===== src/logic/bit_xfer_pkg.sv =====
package bit_xfer_pkg;

   ////////////////////////////////////////////////////////////////////////////////
   // Widths.
   localparam int DATA_W    = 8;
   localparam int ADDR_W    = 8;
   localparam int IO_ADDR_W = 6;
   localparam int RF_IDX_W  = 4;
   localparam int RF_DEPTH  = 16;
   localparam int OP_W      = 6;
   localparam int APB_AW    = 8;
   localparam int BIT_IDX_W = 3;
   localparam int PTR_SEL_W = 2;

   ////////////////////////////////////////////////////////////////////////////////
   // Command word field positions.
   localparam int CMD_OP_LSB  = 0;
   localparam int CMD_RD_LSB  = 8;
   localparam int CMD_RR_LSB  = 12;
   localparam int CMD_BIT_LSB = 16;
   localparam int CMD_PTR_LSB = 20;
   localparam int CMD_K_LSB   = 24;

   ////////////////////////////////////////////////////////////////////////////////
   // Register offsets (byte addresses).
   localparam logic [APB_AW-1:0] OFF_CMD     = 8'h00;
   localparam logic [APB_AW-1:0] OFF_STATE   = 8'h04;
   localparam logic [APB_AW-1:0] OFF_FLAGS   = 8'h08;
   localparam logic [APB_AW-1:0] OFF_XPTR    = 8'h0c;
   localparam logic [APB_AW-1:0] OFF_YPTR    = 8'h10;
   localparam logic [APB_AW-1:0] OFF_ZPTR    = 8'h14;
   localparam logic [APB_AW-1:0] OFF_SP      = 8'h18;
   localparam logic [APB_AW-1:0] OFF_RF_BASE = 8'h40;
   localparam logic [APB_AW-1:0] RF_SEL_MASK = 8'hc3;
   localparam int                RF_IDX_LSB  = 2;

   ////////////////////////////////////////////////////////////////////////////////
   // Status flag positions and reset values.
   localparam int FLG_C = 0;
   localparam int FLG_Z = 1;
   localparam int FLG_N = 2;
   localparam int FLG_V = 3;
   localparam int FLG_S = 4;
   localparam int FLG_H = 5;
   localparam int FLG_T = 6;
   localparam int FLG_I = 7;
   localparam logic [DATA_W-1:0] FLAGS_RESET = 8'h00;
   localparam logic [ADDR_W-1:0] PTR_RESET   = 8'h00;
   localparam logic [ADDR_W-1:0] PTR_STEP    = 8'h01;

   // State word bit positions.
   localparam int STATE_BUSY    = 0;
   localparam int STATE_ILLEGAL = 1;
   localparam int STATE_LEN_LSB = 4;

   ////////////////////////////////////////////////////////////////////////////////
   // Opcodes.
   localparam logic [OP_W-1:0] OP_IDLE    = 6'h00;
   localparam logic [OP_W-1:0] OP_COPY    = 6'h01;
   localparam logic [OP_W-1:0] OP_IMM     = 6'h02;
   localparam logic [OP_W-1:0] OP_RP      = 6'h03;
   localparam logic [OP_W-1:0] OP_RP_INC  = 6'h04;
   localparam logic [OP_W-1:0] OP_RP_DEC  = 6'h05;
   localparam logic [OP_W-1:0] OP_WP      = 6'h06;
   localparam logic [OP_W-1:0] OP_WP_INC  = 6'h07;
   localparam logic [OP_W-1:0] OP_WP_DEC  = 6'h08;
   localparam logic [OP_W-1:0] OP_RDIR    = 6'h09;
   localparam logic [OP_W-1:0] OP_WDIR    = 6'h0a;
   localparam logic [OP_W-1:0] OP_IN      = 6'h0b;
   localparam logic [OP_W-1:0] OP_OUT     = 6'h0c;
   localparam logic [OP_W-1:0] OP_PUSH    = 6'h0d;
   localparam logic [OP_W-1:0] OP_POP     = 6'h0e;
   localparam logic [OP_W-1:0] OP_IOSET   = 6'h0f;
   localparam logic [OP_W-1:0] OP_IOCLR   = 6'h10;
   localparam logic [OP_W-1:0] OP_TSTORE  = 6'h11;
   localparam logic [OP_W-1:0] OP_TLOAD   = 6'h12;
   localparam logic [OP_W-1:0] OP_FSET    = 6'h13;
   localparam logic [OP_W-1:0] OP_FCLR    = 6'h14;
   localparam logic [OP_W-1:0] OP_SLEEP   = 6'h15;
   localparam logic [OP_W-1:0] OP_WDOG    = 6'h16;
   localparam logic [OP_W-1:0] OP_HALT    = 6'h17;

   localparam logic [PTR_SEL_W-1:0] PTR_X = 2'h0;
   localparam logic [PTR_SEL_W-1:0] PTR_Y = 2'h1;
   localparam logic [PTR_SEL_W-1:0] PTR_Z = 2'h2;

   typedef enum logic [3:0] {
      S_IDLE  = 4'h1,
      S_FETCH = 4'h2,
      S_EXEC1 = 4'h4,
      S_EXEC2 = 4'h8
   } exec_state_type;

   function automatic logic [DATA_W-1:0] bit_mask(input logic [BIT_IDX_W-1:0] idx);
      bit_mask = 8'h01 << idx;
   endfunction

endpackage


===== src/logic/gp_regfile.sv =====
`timescale 1ns/100ps
module gp_regfile
#(
   parameter int WIDTH = 8,
   parameter int DEPTH = 16,
   parameter int AW    = 4
)
(
   // Clock
   input  wire logic             clk,
   // Write port
   input  wire logic             we,
   input  wire logic [AW-1:0]    waddr,
   input  wire logic [WIDTH-1:0] wdata,
   // Read ports, data one cycle after address
   input  wire logic [AW-1:0]    raddr_a,
   input  wire logic [AW-1:0]    raddr_b,
   output logic      [WIDTH-1:0] rdata_a,
   output logic      [WIDTH-1:0] rdata_b
);

   logic [WIDTH-1:0] mem [DEPTH];

   always_ff @(posedge clk)
   begin
      if (we)
      begin
         mem[waddr] <= wdata;
      end
      rdata_a <= mem[raddr_a];
      rdata_b <= mem[raddr_b];
   end

endmodule


===== src/logic/op_timing.sv =====
`timescale 1ns/100ps
module op_timing
   import bit_xfer_pkg::*;
(
   // Opcode
   input  wire logic [OP_W-1:0] op,
   // Timing class
   output logic                 two_cycle,
   output logic                 known
);

   // Pointer loads that move the pointer, pre-decrement stores and stack
   // operations take two execute cycles; all others take one.
   assign two_cycle = (op == OP_RP_INC) | (op == OP_RP_DEC) |          // [RULE9] [RULE10]
                      (op == OP_WP_DEC) | (op == OP_PUSH) |            // [RULE12] [RULE16]
                      (op == OP_POP);                                  // [RULE17]
   assign known     = (op <= OP_HALT);

endmodule


===== src/logic/bit_xfer_exec.sv =====
`timescale 1ns/100ps
// Operation
// RULE1 - io_bit_set sets I/O bit, one cycle
// RULE2 - io_bit_clear clears I/O bit, one cycle
// RULE3 - reg_bit_to_t copies register bit into T
// RULE4 - t_to_reg_bit writes T into register bit
// RULE5 - Flag set instructions set one flag
// RULE6 - Flag clear instructions clear one flag
// RULE7 - Half carry set and clear, one cycle
// RULE8 - Overflow flag set and clear, one cycle
// RULE9 - Pointer read one cycle; post-increment two
// RULE10 - Pre-decrement read: decrement, then load
// RULE11 - Pointer store one cycle, optional post-increment
// RULE12 - Pre-decrement store: decrement, then store, two
// RULE13 - Direct read loads Rd, one cycle
// RULE14 - Direct write stores Rr, one cycle
// RULE15 - I/O in and out, one cycle each
// RULE16 - Push stores Rr on stack, two cycles
// RULE17 - Pop loads Rd from stack, two cycles
// RULE18 - Sleep takes one cycle, requests low power
// RULE19 - Watchdog restart takes one cycle
// RULE20 - Debug halt takes one cycle, requests break
// RULE21 - Copy, immediate, idle: one cycle, no flags
// RULE22 - Status bit clear clears selected flag only
module bit_xfer_exec
   import bit_xfer_pkg::*;
#(
   parameter logic [ADDR_W-1:0] SP_RESET = 8'hff
)
(
   // Clock and reset
   input  wire logic                 pclk,
   input  wire logic                 presetn,
   // APB slave
   input  wire logic                 psel,
   input  wire logic                 penable,
   input  wire logic                 pwrite,
   input  wire logic [APB_AW-1:0]    paddr,
   input  wire logic [31:0]          pwdata,
   output logic      [31:0]          prdata,
   output logic                      pready,
   output logic                      pslverr,
   // Data memory and stack
   output logic      [ADDR_W-1:0]    dmem_addr,
   output logic      [DATA_W-1:0]    dmem_wdata,
   output logic                      dmem_we,
   output logic                      dmem_re,
   input  wire logic [DATA_W-1:0]    dmem_rdata,
   // I/O register space
   output logic      [IO_ADDR_W-1:0] io_addr,
   output logic      [DATA_W-1:0]    io_wdata,
   output logic                      io_we,
   output logic                      io_re,
   input  wire logic [DATA_W-1:0]    io_rdata,
   // Core control
   output logic                      sleep_req,
   output logic                      wdt_restart,
   output logic                      break_req,
   output logic                      irq_enable,
   output logic                      busy
);

   ////////////////////////////////////////////////////////////////////////////////
   // State.

   exec_state_type      state_reg;
   exec_state_type      state_next;
   logic [31:0]         cmd_reg;
   logic [DATA_W-1:0]   flags_reg;
   logic [ADDR_W-1:0]   x_reg;
   logic [ADDR_W-1:0]   y_reg;
   logic [ADDR_W-1:0]   z_reg;
   logic [ADDR_W-1:0]   sp_reg;
   logic [ADDR_W-1:0]   addr_reg;
   logic [ADDR_W-1:0]   addr_next;
   logic [31:0]         prdata_reg;
   logic                illegal_reg;
   logic [1:0]          len_reg;

   ////////////////////////////////////////////////////////////////////////////////
   // APB decode.

   function automatic logic in_rf_window(input logic [APB_AW-1:0] a);
      in_rf_window = (a & RF_SEL_MASK) == OFF_RF_BASE;
   endfunction

   wire                 apb_setup  = psel & ~penable;
   wire                 apb_access = psel & penable;
   wire                 wr_acc     = apb_access & pwrite;
   wire                 hit_cmd    = paddr == OFF_CMD;
   wire                 hit_state  = paddr == OFF_STATE;
   wire                 hit_flags  = paddr == OFF_FLAGS;
   wire                 hit_x      = paddr == OFF_XPTR;
   wire                 hit_y      = paddr == OFF_YPTR;
   wire                 hit_z      = paddr == OFF_ZPTR;
   wire                 hit_sp     = paddr == OFF_SP;
   wire                 hit_rf     = in_rf_window(paddr);
   wire [RF_IDX_W-1:0]  apb_rf_idx = paddr[RF_IDX_LSB +: RF_IDX_W];
   wire                 writable   = hit_cmd | hit_flags | hit_x | hit_y | hit_z | hit_sp
                                     | hit_rf;
   wire                 mapped     = writable | hit_state;
   wire                 refused    = wr_acc & busy & writable;
   wire                 sw_wr      = wr_acc & ~busy;
   wire                 start      = sw_wr & hit_cmd;

   assign busy    = state_reg != S_IDLE;
   assign pready  = 1'b1;
   assign pslverr = apb_access & (~mapped | refused);

   ////////////////////////////////////////////////////////////////////////////////
   // Command fields and opcode decode.

   wire [OP_W-1:0]      op      = cmd_reg[CMD_OP_LSB +: OP_W];
   wire [RF_IDX_W-1:0]  rd_idx  = cmd_reg[CMD_RD_LSB +: RF_IDX_W];
   wire [RF_IDX_W-1:0]  rr_idx  = cmd_reg[CMD_RR_LSB +: RF_IDX_W];
   wire [BIT_IDX_W-1:0] bit_idx = cmd_reg[CMD_BIT_LSB +: BIT_IDX_W];
   wire [PTR_SEL_W-1:0] ptr_sel = cmd_reg[CMD_PTR_LSB +: PTR_SEL_W];
   wire [DATA_W-1:0]    k_val   = cmd_reg[CMD_K_LSB +: DATA_W];
   wire [DATA_W-1:0]    mask    = bit_mask(bit_idx);

   wire op_copy  = op == OP_COPY;
   wire op_imm   = op == OP_IMM;
   wire op_rp    = op == OP_RP;
   wire op_ldinc = op == OP_RP_INC;
   wire op_lddec = op == OP_RP_DEC;
   wire op_wp    = op == OP_WP;
   wire op_stinc = op == OP_WP_INC;
   wire op_stdec = op == OP_WP_DEC;
   wire op_rdir  = op == OP_RDIR;
   wire op_wdir  = op == OP_WDIR;
   wire op_in    = op == OP_IN;
   wire op_out   = op == OP_OUT;
   wire op_push  = op == OP_PUSH;
   wire op_pop   = op == OP_POP;
   wire op_ioset = op == OP_IOSET;
   wire op_ioclr = op == OP_IOCLR;
   wire op_tsto  = op == OP_TSTORE;
   wire op_tld   = op == OP_TLOAD;
   wire op_fset  = op == OP_FSET;
   wire op_fclr  = op == OP_FCLR;

   logic two_cycle;
   logic known;

   op_timing u_timing
   (
      .op        (op),
      .two_cycle (two_cycle),
      .known     (known)
   );

   wire in_fetch = state_reg == S_FETCH;
   wire in_e1    = state_reg == S_EXEC1;
   wire in_e2    = state_reg == S_EXEC2;

   ////////////////////////////////////////////////////////////////////////////////
   // Sequencer: fetch reads operands, then one or two execute cycles.

   always_comb
   begin
      case (state_reg)
         S_IDLE:  state_next = start ? S_FETCH : S_IDLE;
         S_FETCH: state_next = S_EXEC1;
         S_EXEC1: state_next = two_cycle ? S_EXEC2 : S_IDLE;
         S_EXEC2: state_next = S_IDLE;
         default: state_next = S_IDLE;
      endcase
   end

   always_ff @(posedge pclk or negedge presetn)
   begin
      if (!presetn)
      begin
         state_reg   <= S_IDLE;
         cmd_reg     <= 32'h0000_0000;
         illegal_reg <= 1'b0;
         len_reg     <= 2'h0;
      end
      else
      begin
         state_reg <= state_next;
         if (start)
         begin
            cmd_reg <= pwdata;
         end
         if (in_fetch)
         begin
            illegal_reg <= ~known;
            len_reg     <= two_cycle ? 2'h2 : 2'h1;
         end
      end
   end

   ////////////////////////////////////////////////////////////////////////////////
   // Register file.

   logic [DATA_W-1:0]   rf_a_q;
   logic [DATA_W-1:0]   rf_b_q;
   logic [DATA_W-1:0]   ex_rf_data;
   logic                ex_rf_we;

   wire                 rf_we    = ex_rf_we | (sw_wr & hit_rf);
   wire [RF_IDX_W-1:0]  rf_waddr = busy ? rd_idx : apb_rf_idx;
   wire [DATA_W-1:0]    rf_wdata = busy ? ex_rf_data : pwdata[DATA_W-1:0];
   wire [RF_IDX_W-1:0]  rf_ra    = busy ? rd_idx : apb_rf_idx;

   gp_regfile
   #(
      .WIDTH (DATA_W),
      .DEPTH (RF_DEPTH),
      .AW    (RF_IDX_W)
   )
   u_regfile
   (
      .clk     (pclk),
      .we      (rf_we),
      .waddr   (rf_waddr),
      .wdata   (rf_wdata),
      .raddr_a (rf_ra),
      .raddr_b (rr_idx),
      .rdata_a (rf_a_q),
      .rdata_b (rf_b_q)
   );

   ////////////////////////////////////////////////////////////////////////////////
   // Data memory and stack accesses.

   wire [ADDR_W-1:0] ptr_val = (ptr_sel == PTR_X) ? x_reg :
                               (ptr_sel == PTR_Y) ? y_reg : z_reg;

   assign dmem_re    = (in_e1 & (op_rp | op_ldinc | op_rdir))           // [RULE9] [RULE13]
                       | (in_e2 & (op_lddec | op_pop));                   // [RULE10] [RULE17]
   assign dmem_we    = (in_e1 & (op_wp | op_stinc | op_wdir | op_push)) // [RULE11] [RULE14] [RULE16]
                       | (in_e2 & op_stdec);                              // [RULE12]
   assign dmem_addr  = addr_reg;
   assign dmem_wdata = rf_b_q;

   // Pre-decrement and pop addresses are formed at the end of the first
   // execute cycle so the access in the second cycle sees the moved pointer.
   assign addr_next = in_fetch ? ((op_rdir | op_wdir) ? k_val :          // [RULE13] [RULE14]
                                  op_push ? sp_reg : ptr_val) :          // [RULE16]
                      (in_e1 & (op_lddec | op_stdec)) ? ptr_val - PTR_STEP :  // [RULE10] [RULE12]
                      (in_e1 & op_pop) ? sp_reg + PTR_STEP : addr_reg;   // [RULE17]

   ////////////////////////////////////////////////////////////////////////////////
   // I/O space accesses; bit operations read and write back in one cycle.

   assign io_addr  = k_val[IO_ADDR_W-1:0];
   assign io_re    = in_e1 & (op_in | op_ioset | op_ioclr);              // [RULE15]
   assign io_we    = in_e1 & (op_out | op_ioset | op_ioclr);             // [RULE15]
   assign io_wdata = op_ioset ? (io_rdata | mask) :                      // [RULE1]
                     op_ioclr ? (io_rdata & ~mask) : rf_b_q;             // [RULE2]

   ////////////////////////////////////////////////////////////////////////////////
   // Register file write-back.

   assign ex_rf_we   = dmem_re | (in_e1 & (op_in | op_copy | op_imm | op_tld));  // [RULE21]
   assign ex_rf_data = dmem_re ? dmem_rdata :
                       op_in   ? io_rdata :                              // [RULE15]
                       op_copy ? rf_b_q :                                // [RULE21]
                       op_imm  ? k_val :                                 // [RULE21]
                       ((rf_a_q & ~mask) | (flags_reg[FLG_T] ? mask : 8'h00));  // [RULE4]

   ////////////////////////////////////////////////////////////////////////////////
   // Pointer and stack pointer updates.

   wire ptr_inc = (in_e2 & op_ldinc) | (in_e1 & op_stinc);              // [RULE9] [RULE11]
   wire ptr_dec = in_e1 & (op_lddec | op_stdec);                         // [RULE10] [RULE12]
   wire ptr_mov = ptr_inc | ptr_dec;
   wire [ADDR_W-1:0] ptr_new = ptr_inc ? ptr_val + PTR_STEP : ptr_val - PTR_STEP;
   wire [ADDR_W-1:0] sw_ptr  = pwdata[ADDR_W-1:0];

   always_ff @(posedge pclk or negedge presetn)
   begin
      if (!presetn)
      begin
         x_reg    <= PTR_RESET;
         y_reg    <= PTR_RESET;
         z_reg    <= PTR_RESET;
         sp_reg   <= SP_RESET;
         addr_reg <= PTR_RESET;
      end
      else
      begin
         addr_reg <= addr_next;
         if (ptr_mov & (ptr_sel == PTR_X))
            x_reg <= ptr_new;
         else if (sw_wr & hit_x)
            x_reg <= sw_ptr;
         if (ptr_mov & (ptr_sel == PTR_Y))
            y_reg <= ptr_new;
         else if (sw_wr & hit_y)
            y_reg <= sw_ptr;
         if (ptr_mov & (ptr_sel == PTR_Z))
            z_reg <= ptr_new;
         else if (sw_wr & hit_z)
            z_reg <= sw_ptr;
         if (in_e2 & op_push)
            sp_reg <= sp_reg - PTR_STEP;                                 // [RULE16]
         else if (in_e1 & op_pop)
            sp_reg <= sp_reg + PTR_STEP;                                 // [RULE17]
         else if (sw_wr & hit_sp)
            sp_reg <= sw_ptr;
      end
   end

   ////////////////////////////////////////////////////////////////////////////////
   // Status flags: only the addressed flag changes; data moves leave them alone.

   wire [DATA_W-1:0] t_mask    = bit_mask(BIT_IDX_W'(FLG_T));
   wire              t_src     = rf_b_q[bit_idx];
   wire [DATA_W-1:0] flags_set = (in_e1 & op_fset) ? mask : 8'h00;           // [RULE5] [RULE7] [RULE8]
   wire [DATA_W-1:0] flags_clr = (in_e1 & op_fclr) ? mask : 8'h00;           // [RULE6] [RULE22]
   wire [DATA_W-1:0] flags_bst = (in_e1 & op_tsto) ?
                                 ((flags_reg & ~t_mask) | (t_src ? t_mask : 8'h00)) :
                                 flags_reg;                                   // [RULE3]

   always_ff @(posedge pclk or negedge presetn)
   begin
      if (!presetn)
      begin
         flags_reg <= FLAGS_RESET;
      end
      else if (sw_wr & hit_flags)
      begin
         flags_reg <= pwdata[DATA_W-1:0];
      end
      else
      begin
         flags_reg <= (flags_bst | flags_set) & ~flags_clr;                  // [RULE5] [RULE6]
      end
   end

   assign irq_enable = flags_reg[FLG_I];

   ////////////////////////////////////////////////////////////////////////////////
   // Core control requests, one-cycle pulses in the execute cycle.

   assign sleep_req   = in_e1 & (op == OP_SLEEP);                        // [RULE18]
   assign wdt_restart = in_e1 & (op == OP_WDOG);                         // [RULE19]
   assign break_req   = in_e1 & (op == OP_HALT);                         // [RULE20]

   ////////////////////////////////////////////////////////////////////////////////
   // Read data: captured in the setup cycle, register file data from its port.

   logic [31:0] rd_mux;

   always_comb
   begin
      rd_mux = 32'h0000_0000;
      if (hit_cmd)
         rd_mux = cmd_reg;
      else if (hit_state)
         rd_mux = {26'h0, len_reg, 2'h0, illegal_reg, busy};
      else if (hit_flags)
         rd_mux = {24'h0, flags_reg};
      else if (hit_x)
         rd_mux = {24'h0, x_reg};
      else if (hit_y)
         rd_mux = {24'h0, y_reg};
      else if (hit_z)
         rd_mux = {24'h0, z_reg};
      else if (hit_sp)
         rd_mux = {24'h0, sp_reg};
   end

   always_ff @(posedge pclk or negedge presetn)
   begin
      if (!presetn)
         prdata_reg <= 32'h0000_0000;
      else if (apb_setup)
         prdata_reg <= rd_mux;
   end

   assign prdata = hit_rf ? {24'h0, rf_a_q} : prdata_reg;

endmodule


===== config.mk =====
export PLATFORM = sky130hd
export DESIGN_NAME = bit_xfer_exec
export DESIGN_NICKNAME = d
export VERILOG_FILES = /design/src/logic/bit_xfer_pkg.sv /design/src/logic/gp_regfile.sv /design/src/logic/op_timing.sv /design/src/logic/bit_xfer_exec.sv
export SDC_FILE = /design/constraint.sdc
export NUM_CORES = 1
export LEC_CHECK = 0
export ABC_AREA = 1
export BUFFER_PORTS_ARGS = -buffer_cell sky130_fd_sc_hd__buf_2
export CAP_MARGIN = 20
export CORE_MARGIN = 5
export CORE_UTILIZATION = 33
export DETAILED_ROUTE_END_ITERATION = 8
export PLACE_DENSITY_LB_ADDON = 0.2
export SETUP_SLACK_MARGIN = 0.05
export SKIP_CTS_REPAIR_TIMING = 1
export SLEW_MARGIN = 0
export SYNTH_ARGS = -nofsm -noshare
export SYNTH_HDL_FRONTEND = slang
export SYNTH_SLANG_ARGS = --single-unit
export TNS_END_PERCENT = 5

===== constraint.sdc =====
create_clock -name pclk -period 2.32 [get_ports pclk]
set_clock_uncertainty 0.1 [all_clocks]
set_input_delay 0.232 -clock pclk [delete_from_list [all_inputs] [get_ports pclk]]
set_output_delay 0.232 -clock pclk [all_outputs]
set_load 0.02 [all_outputs]

==> impl_metrics.toml <==
[cts]
clock-sinks = 263
cts_tree = "yes"
clockBufferDepth = 3
cts_buffers = 31
path_clk_slew_ps = 60
ctsRootBufferMaster = "clkbuf_16"
cts.htree.levels = 1
clock_latency_ps = 600

[timing]
slew_headroom = 0.583
slew_violations = 0
setup_viol = 151
min_period_ps = 2560
rsz0062_at_grt = "yes"
setup_slack_ps = -239
worst_pin_slew_ps = 623
finalHoldViolCount = 0
fin_crit_sh = 1.10
setup_tns_ps = -7130
fmax_ghz = 0.391

[floorplan]
die_h_um = 223
die_width_um = 223
pin_count = 134
rows = 78
initial_utilization = 0.332
dieArea_um2 = 49600
core_area_um2 = 45100

[worst_setup_path]
cp_data_arrival_time_ps = 2230
rrSetupSlack_ps = -70
cp-endpoint = "io_wdata[0]"
slowest_delay_ps = 440
reg2reg_to = "u_regfile.mem[7][4]"
crit_family = "flip-flops"
cp_num_cells = 11
ff2ff_path_depth = 13
r2r_start = "cmd_reg[4]"
critPathLaunch = "cmd_reg[4]"
slowest_stage = "dfrtp_2"
cp.required_ps = 1990
cp_max_fo = 12
path_cells = "nor2_4 > buf_6 > nand2_4 > nor2_4 > inv_4 > nand2_4 > inv_6 > a21oi_1 > o21ai_0 > o21a_1 > buf_4"
worstSetupPathType = "reg2out"
cp-end-kind = "primary output"
cp.buffers_inverters = 4
crit_path_start_kind = "flop"

[logic_synthesis]
syn-num-nets = 2011
netlist_area_um2 = 14900
synth_edf_count = 128
synth_cell_types = 51
ys_seq_elements = 263
synth_seq_area_share = 0.479
synthArstFlopShare = 0.452
ys.flop_type = "edfxtp_1"
syn_area_per_cell_um2 = 7.68
yosysWarnings = 0
synth_cells = 1946

[drt]
drc = 0
wl_per_cell_um = 20.8
vias = 14799
drt_first_iter_violations = 1468
antenna_left = 0
via_per_inst = 5.13
drtPass1Iterations = 7
wl_mm = 60.0

[global_routing]
grt_start_max_net_pins = 67
grt_pass1_vias = 13836
grt_usage = 0.231
overflow = 0
antenna_found_initial = 1
grt_first_pass_wirelength_mm = 88.1

[layout]
area_growth_pct = 30.2
design_area_um2 = 19500
largest_register_ffs = 128
layout.nets = 2326
antenna_cells = 0
finalNonFillerCells = 2885
drive_gt1_frac = 0.240

[placement]
pre_cts_ws_ps = -153
routabilityCongestion = 0.996
portBuffers = 132
postPlaceCellArea_um2 = 17600
dp_cells = 2789
place_hpwl_mm = 45.5

[power]
internal-power_mw = 8.21
leakagePower_nw = 8.93
peakVddDrop_mv = 0.493
powerDensity_nw_per_um2 = 576
p_clk_frac = 0.435
switching_share = 0.267
seqPwrFrac = 0.450
p_switching_mw = 3.00
power_mw = 11.2
pwr-share-comb = 0.115

[min_path]
hp-class = "in2async"

[run_status]
violations = "negative setup slack"
outcome = "complete, but fails checks"

[flow_run]
drv_cap = 0
==> cell usage after synthesis (21+ instances only) <==
library cell  number  area share
clkbuf_1          37      0.0093
inv_1            197       0.049
o21ai_0          182       0.061
dfrtp_1          110        0.18
o211ai_1          22       0.011
edfxtp_1         128        0.26
o21ai_1           40       0.013
inv_2             27      0.0068
o22ai_1           21      0.0088
nand2_1          588        0.15
o221ai_1          26       0.015
nand3_1          113       0.038
nor2_1           174       0.044
a21oi_1           87       0.029
==> cell usage in the layout, fill, tap and decap left out, types with 28 or more instances in the layout <==
| master | Yosys | routed |
|---|---|---|
| nor2_1 | 174 | 147 |
| nand2_1 | 588 | 578 |
| inv_1 | 197 | 194 |
| a21oi_1 | 87 | 80 |
| edfxtp_1 | 128 | 128 |
| dlygate4sd3_1 | 0 | 35 |
| buf_4 | 15 | 159 |
| o21ai_0 | 182 | 173 |
| buf_2 | 14 | 121 |
| buf_6 | 9 | 31 |
| o21ai_1 | 40 | 46 |
| clkbuf_16 | 0 | 31 |
| dfrtp_1 | 110 | 102 |
| inv_2 | 27 | 28 |
| nand3_1 | 113 | 107 |
| nor2_2 | 12 | 32 |
==> power by group through the flow <==
stage / logic, mW / clock network [mW] / registers [mW]
3_3_place_gp: 1.17 / 0 / 5.13
5_1_grt: 1.39 / 5.15 / 5.05
2_1_floorplan: 0.567 / 0 / 5.12
4_1_cts: 1.18 / 4.97 / 5.04
6_report: 1.29 / 4.87 / 5.05
3_5_place_dp: 1.17 / 0 / 5.14
==> metrics by stage <==
stage / util / hold slack [ps]
after global routing: 0.432 / 51.7
after global placement: 0.391 / 86.8
final: 0.432 / 21.4
after CTS: 0.414 / -551
after floorplan: - / -164
after detailed placement: 0.391 / 92.1
==> kinds of logic (layout without fill, tap and decap cells) <==
group | Yosys count | after routing | share of synthesized area
other | 1 | 1 | 0.000251
flip-flops | 263 | 263 | 0.479
XOR/XNOR | 12 | 12 | 0.00703
adder cells (fa/ha/maj) | 4 | 4 | 0.00335
AND/OR/NAND/NOR | 941 | 941 | 0.263
buffers and inverters | 312 | 651 | 0.0886
AO/OA/AOI/OAI | 412 | 412 | 0.158
multiplexers | 1 | 1 | 0.000670
==> per-layer routing <==
metal  part of all wire  track usage
met3              0.092       0.0559
met5             0.0013      0.00978
met4              0.028       0.0658
met1               0.45        0.339
met2               0.43        0.338
==> cell type report <==
| cell class | count | area, um^2 |
|---|---|---|
| clock buffers | 31 | 776 |
| clock inverters | 26 | 233 |
| fillers | 4647 | 25600 |
| inverters | 230 | 890 |
| multi-input cells | 1371 | 6790 |
| flip-flops and latches | 263 | 7160 |
| well taps | 600 | 751 |
| repair buffers | 364 | 2860 |
==> worst min path at each step <==
stage / from / end / slack (ps)
after detailed placement: presetn / dmem_addr[5] / 90
after floorplan: presetn / cmd_reg[0] / -160
after CTS: presetn / len_reg[0] / -550
final: presetn / dmem_addr[5] / 20
after global placement: presetn / dmem_addr[5] / 90
after global routing: presetn / dmem_addr[5] / 50
Note: power is estimated with default switching activity, not from simulation.
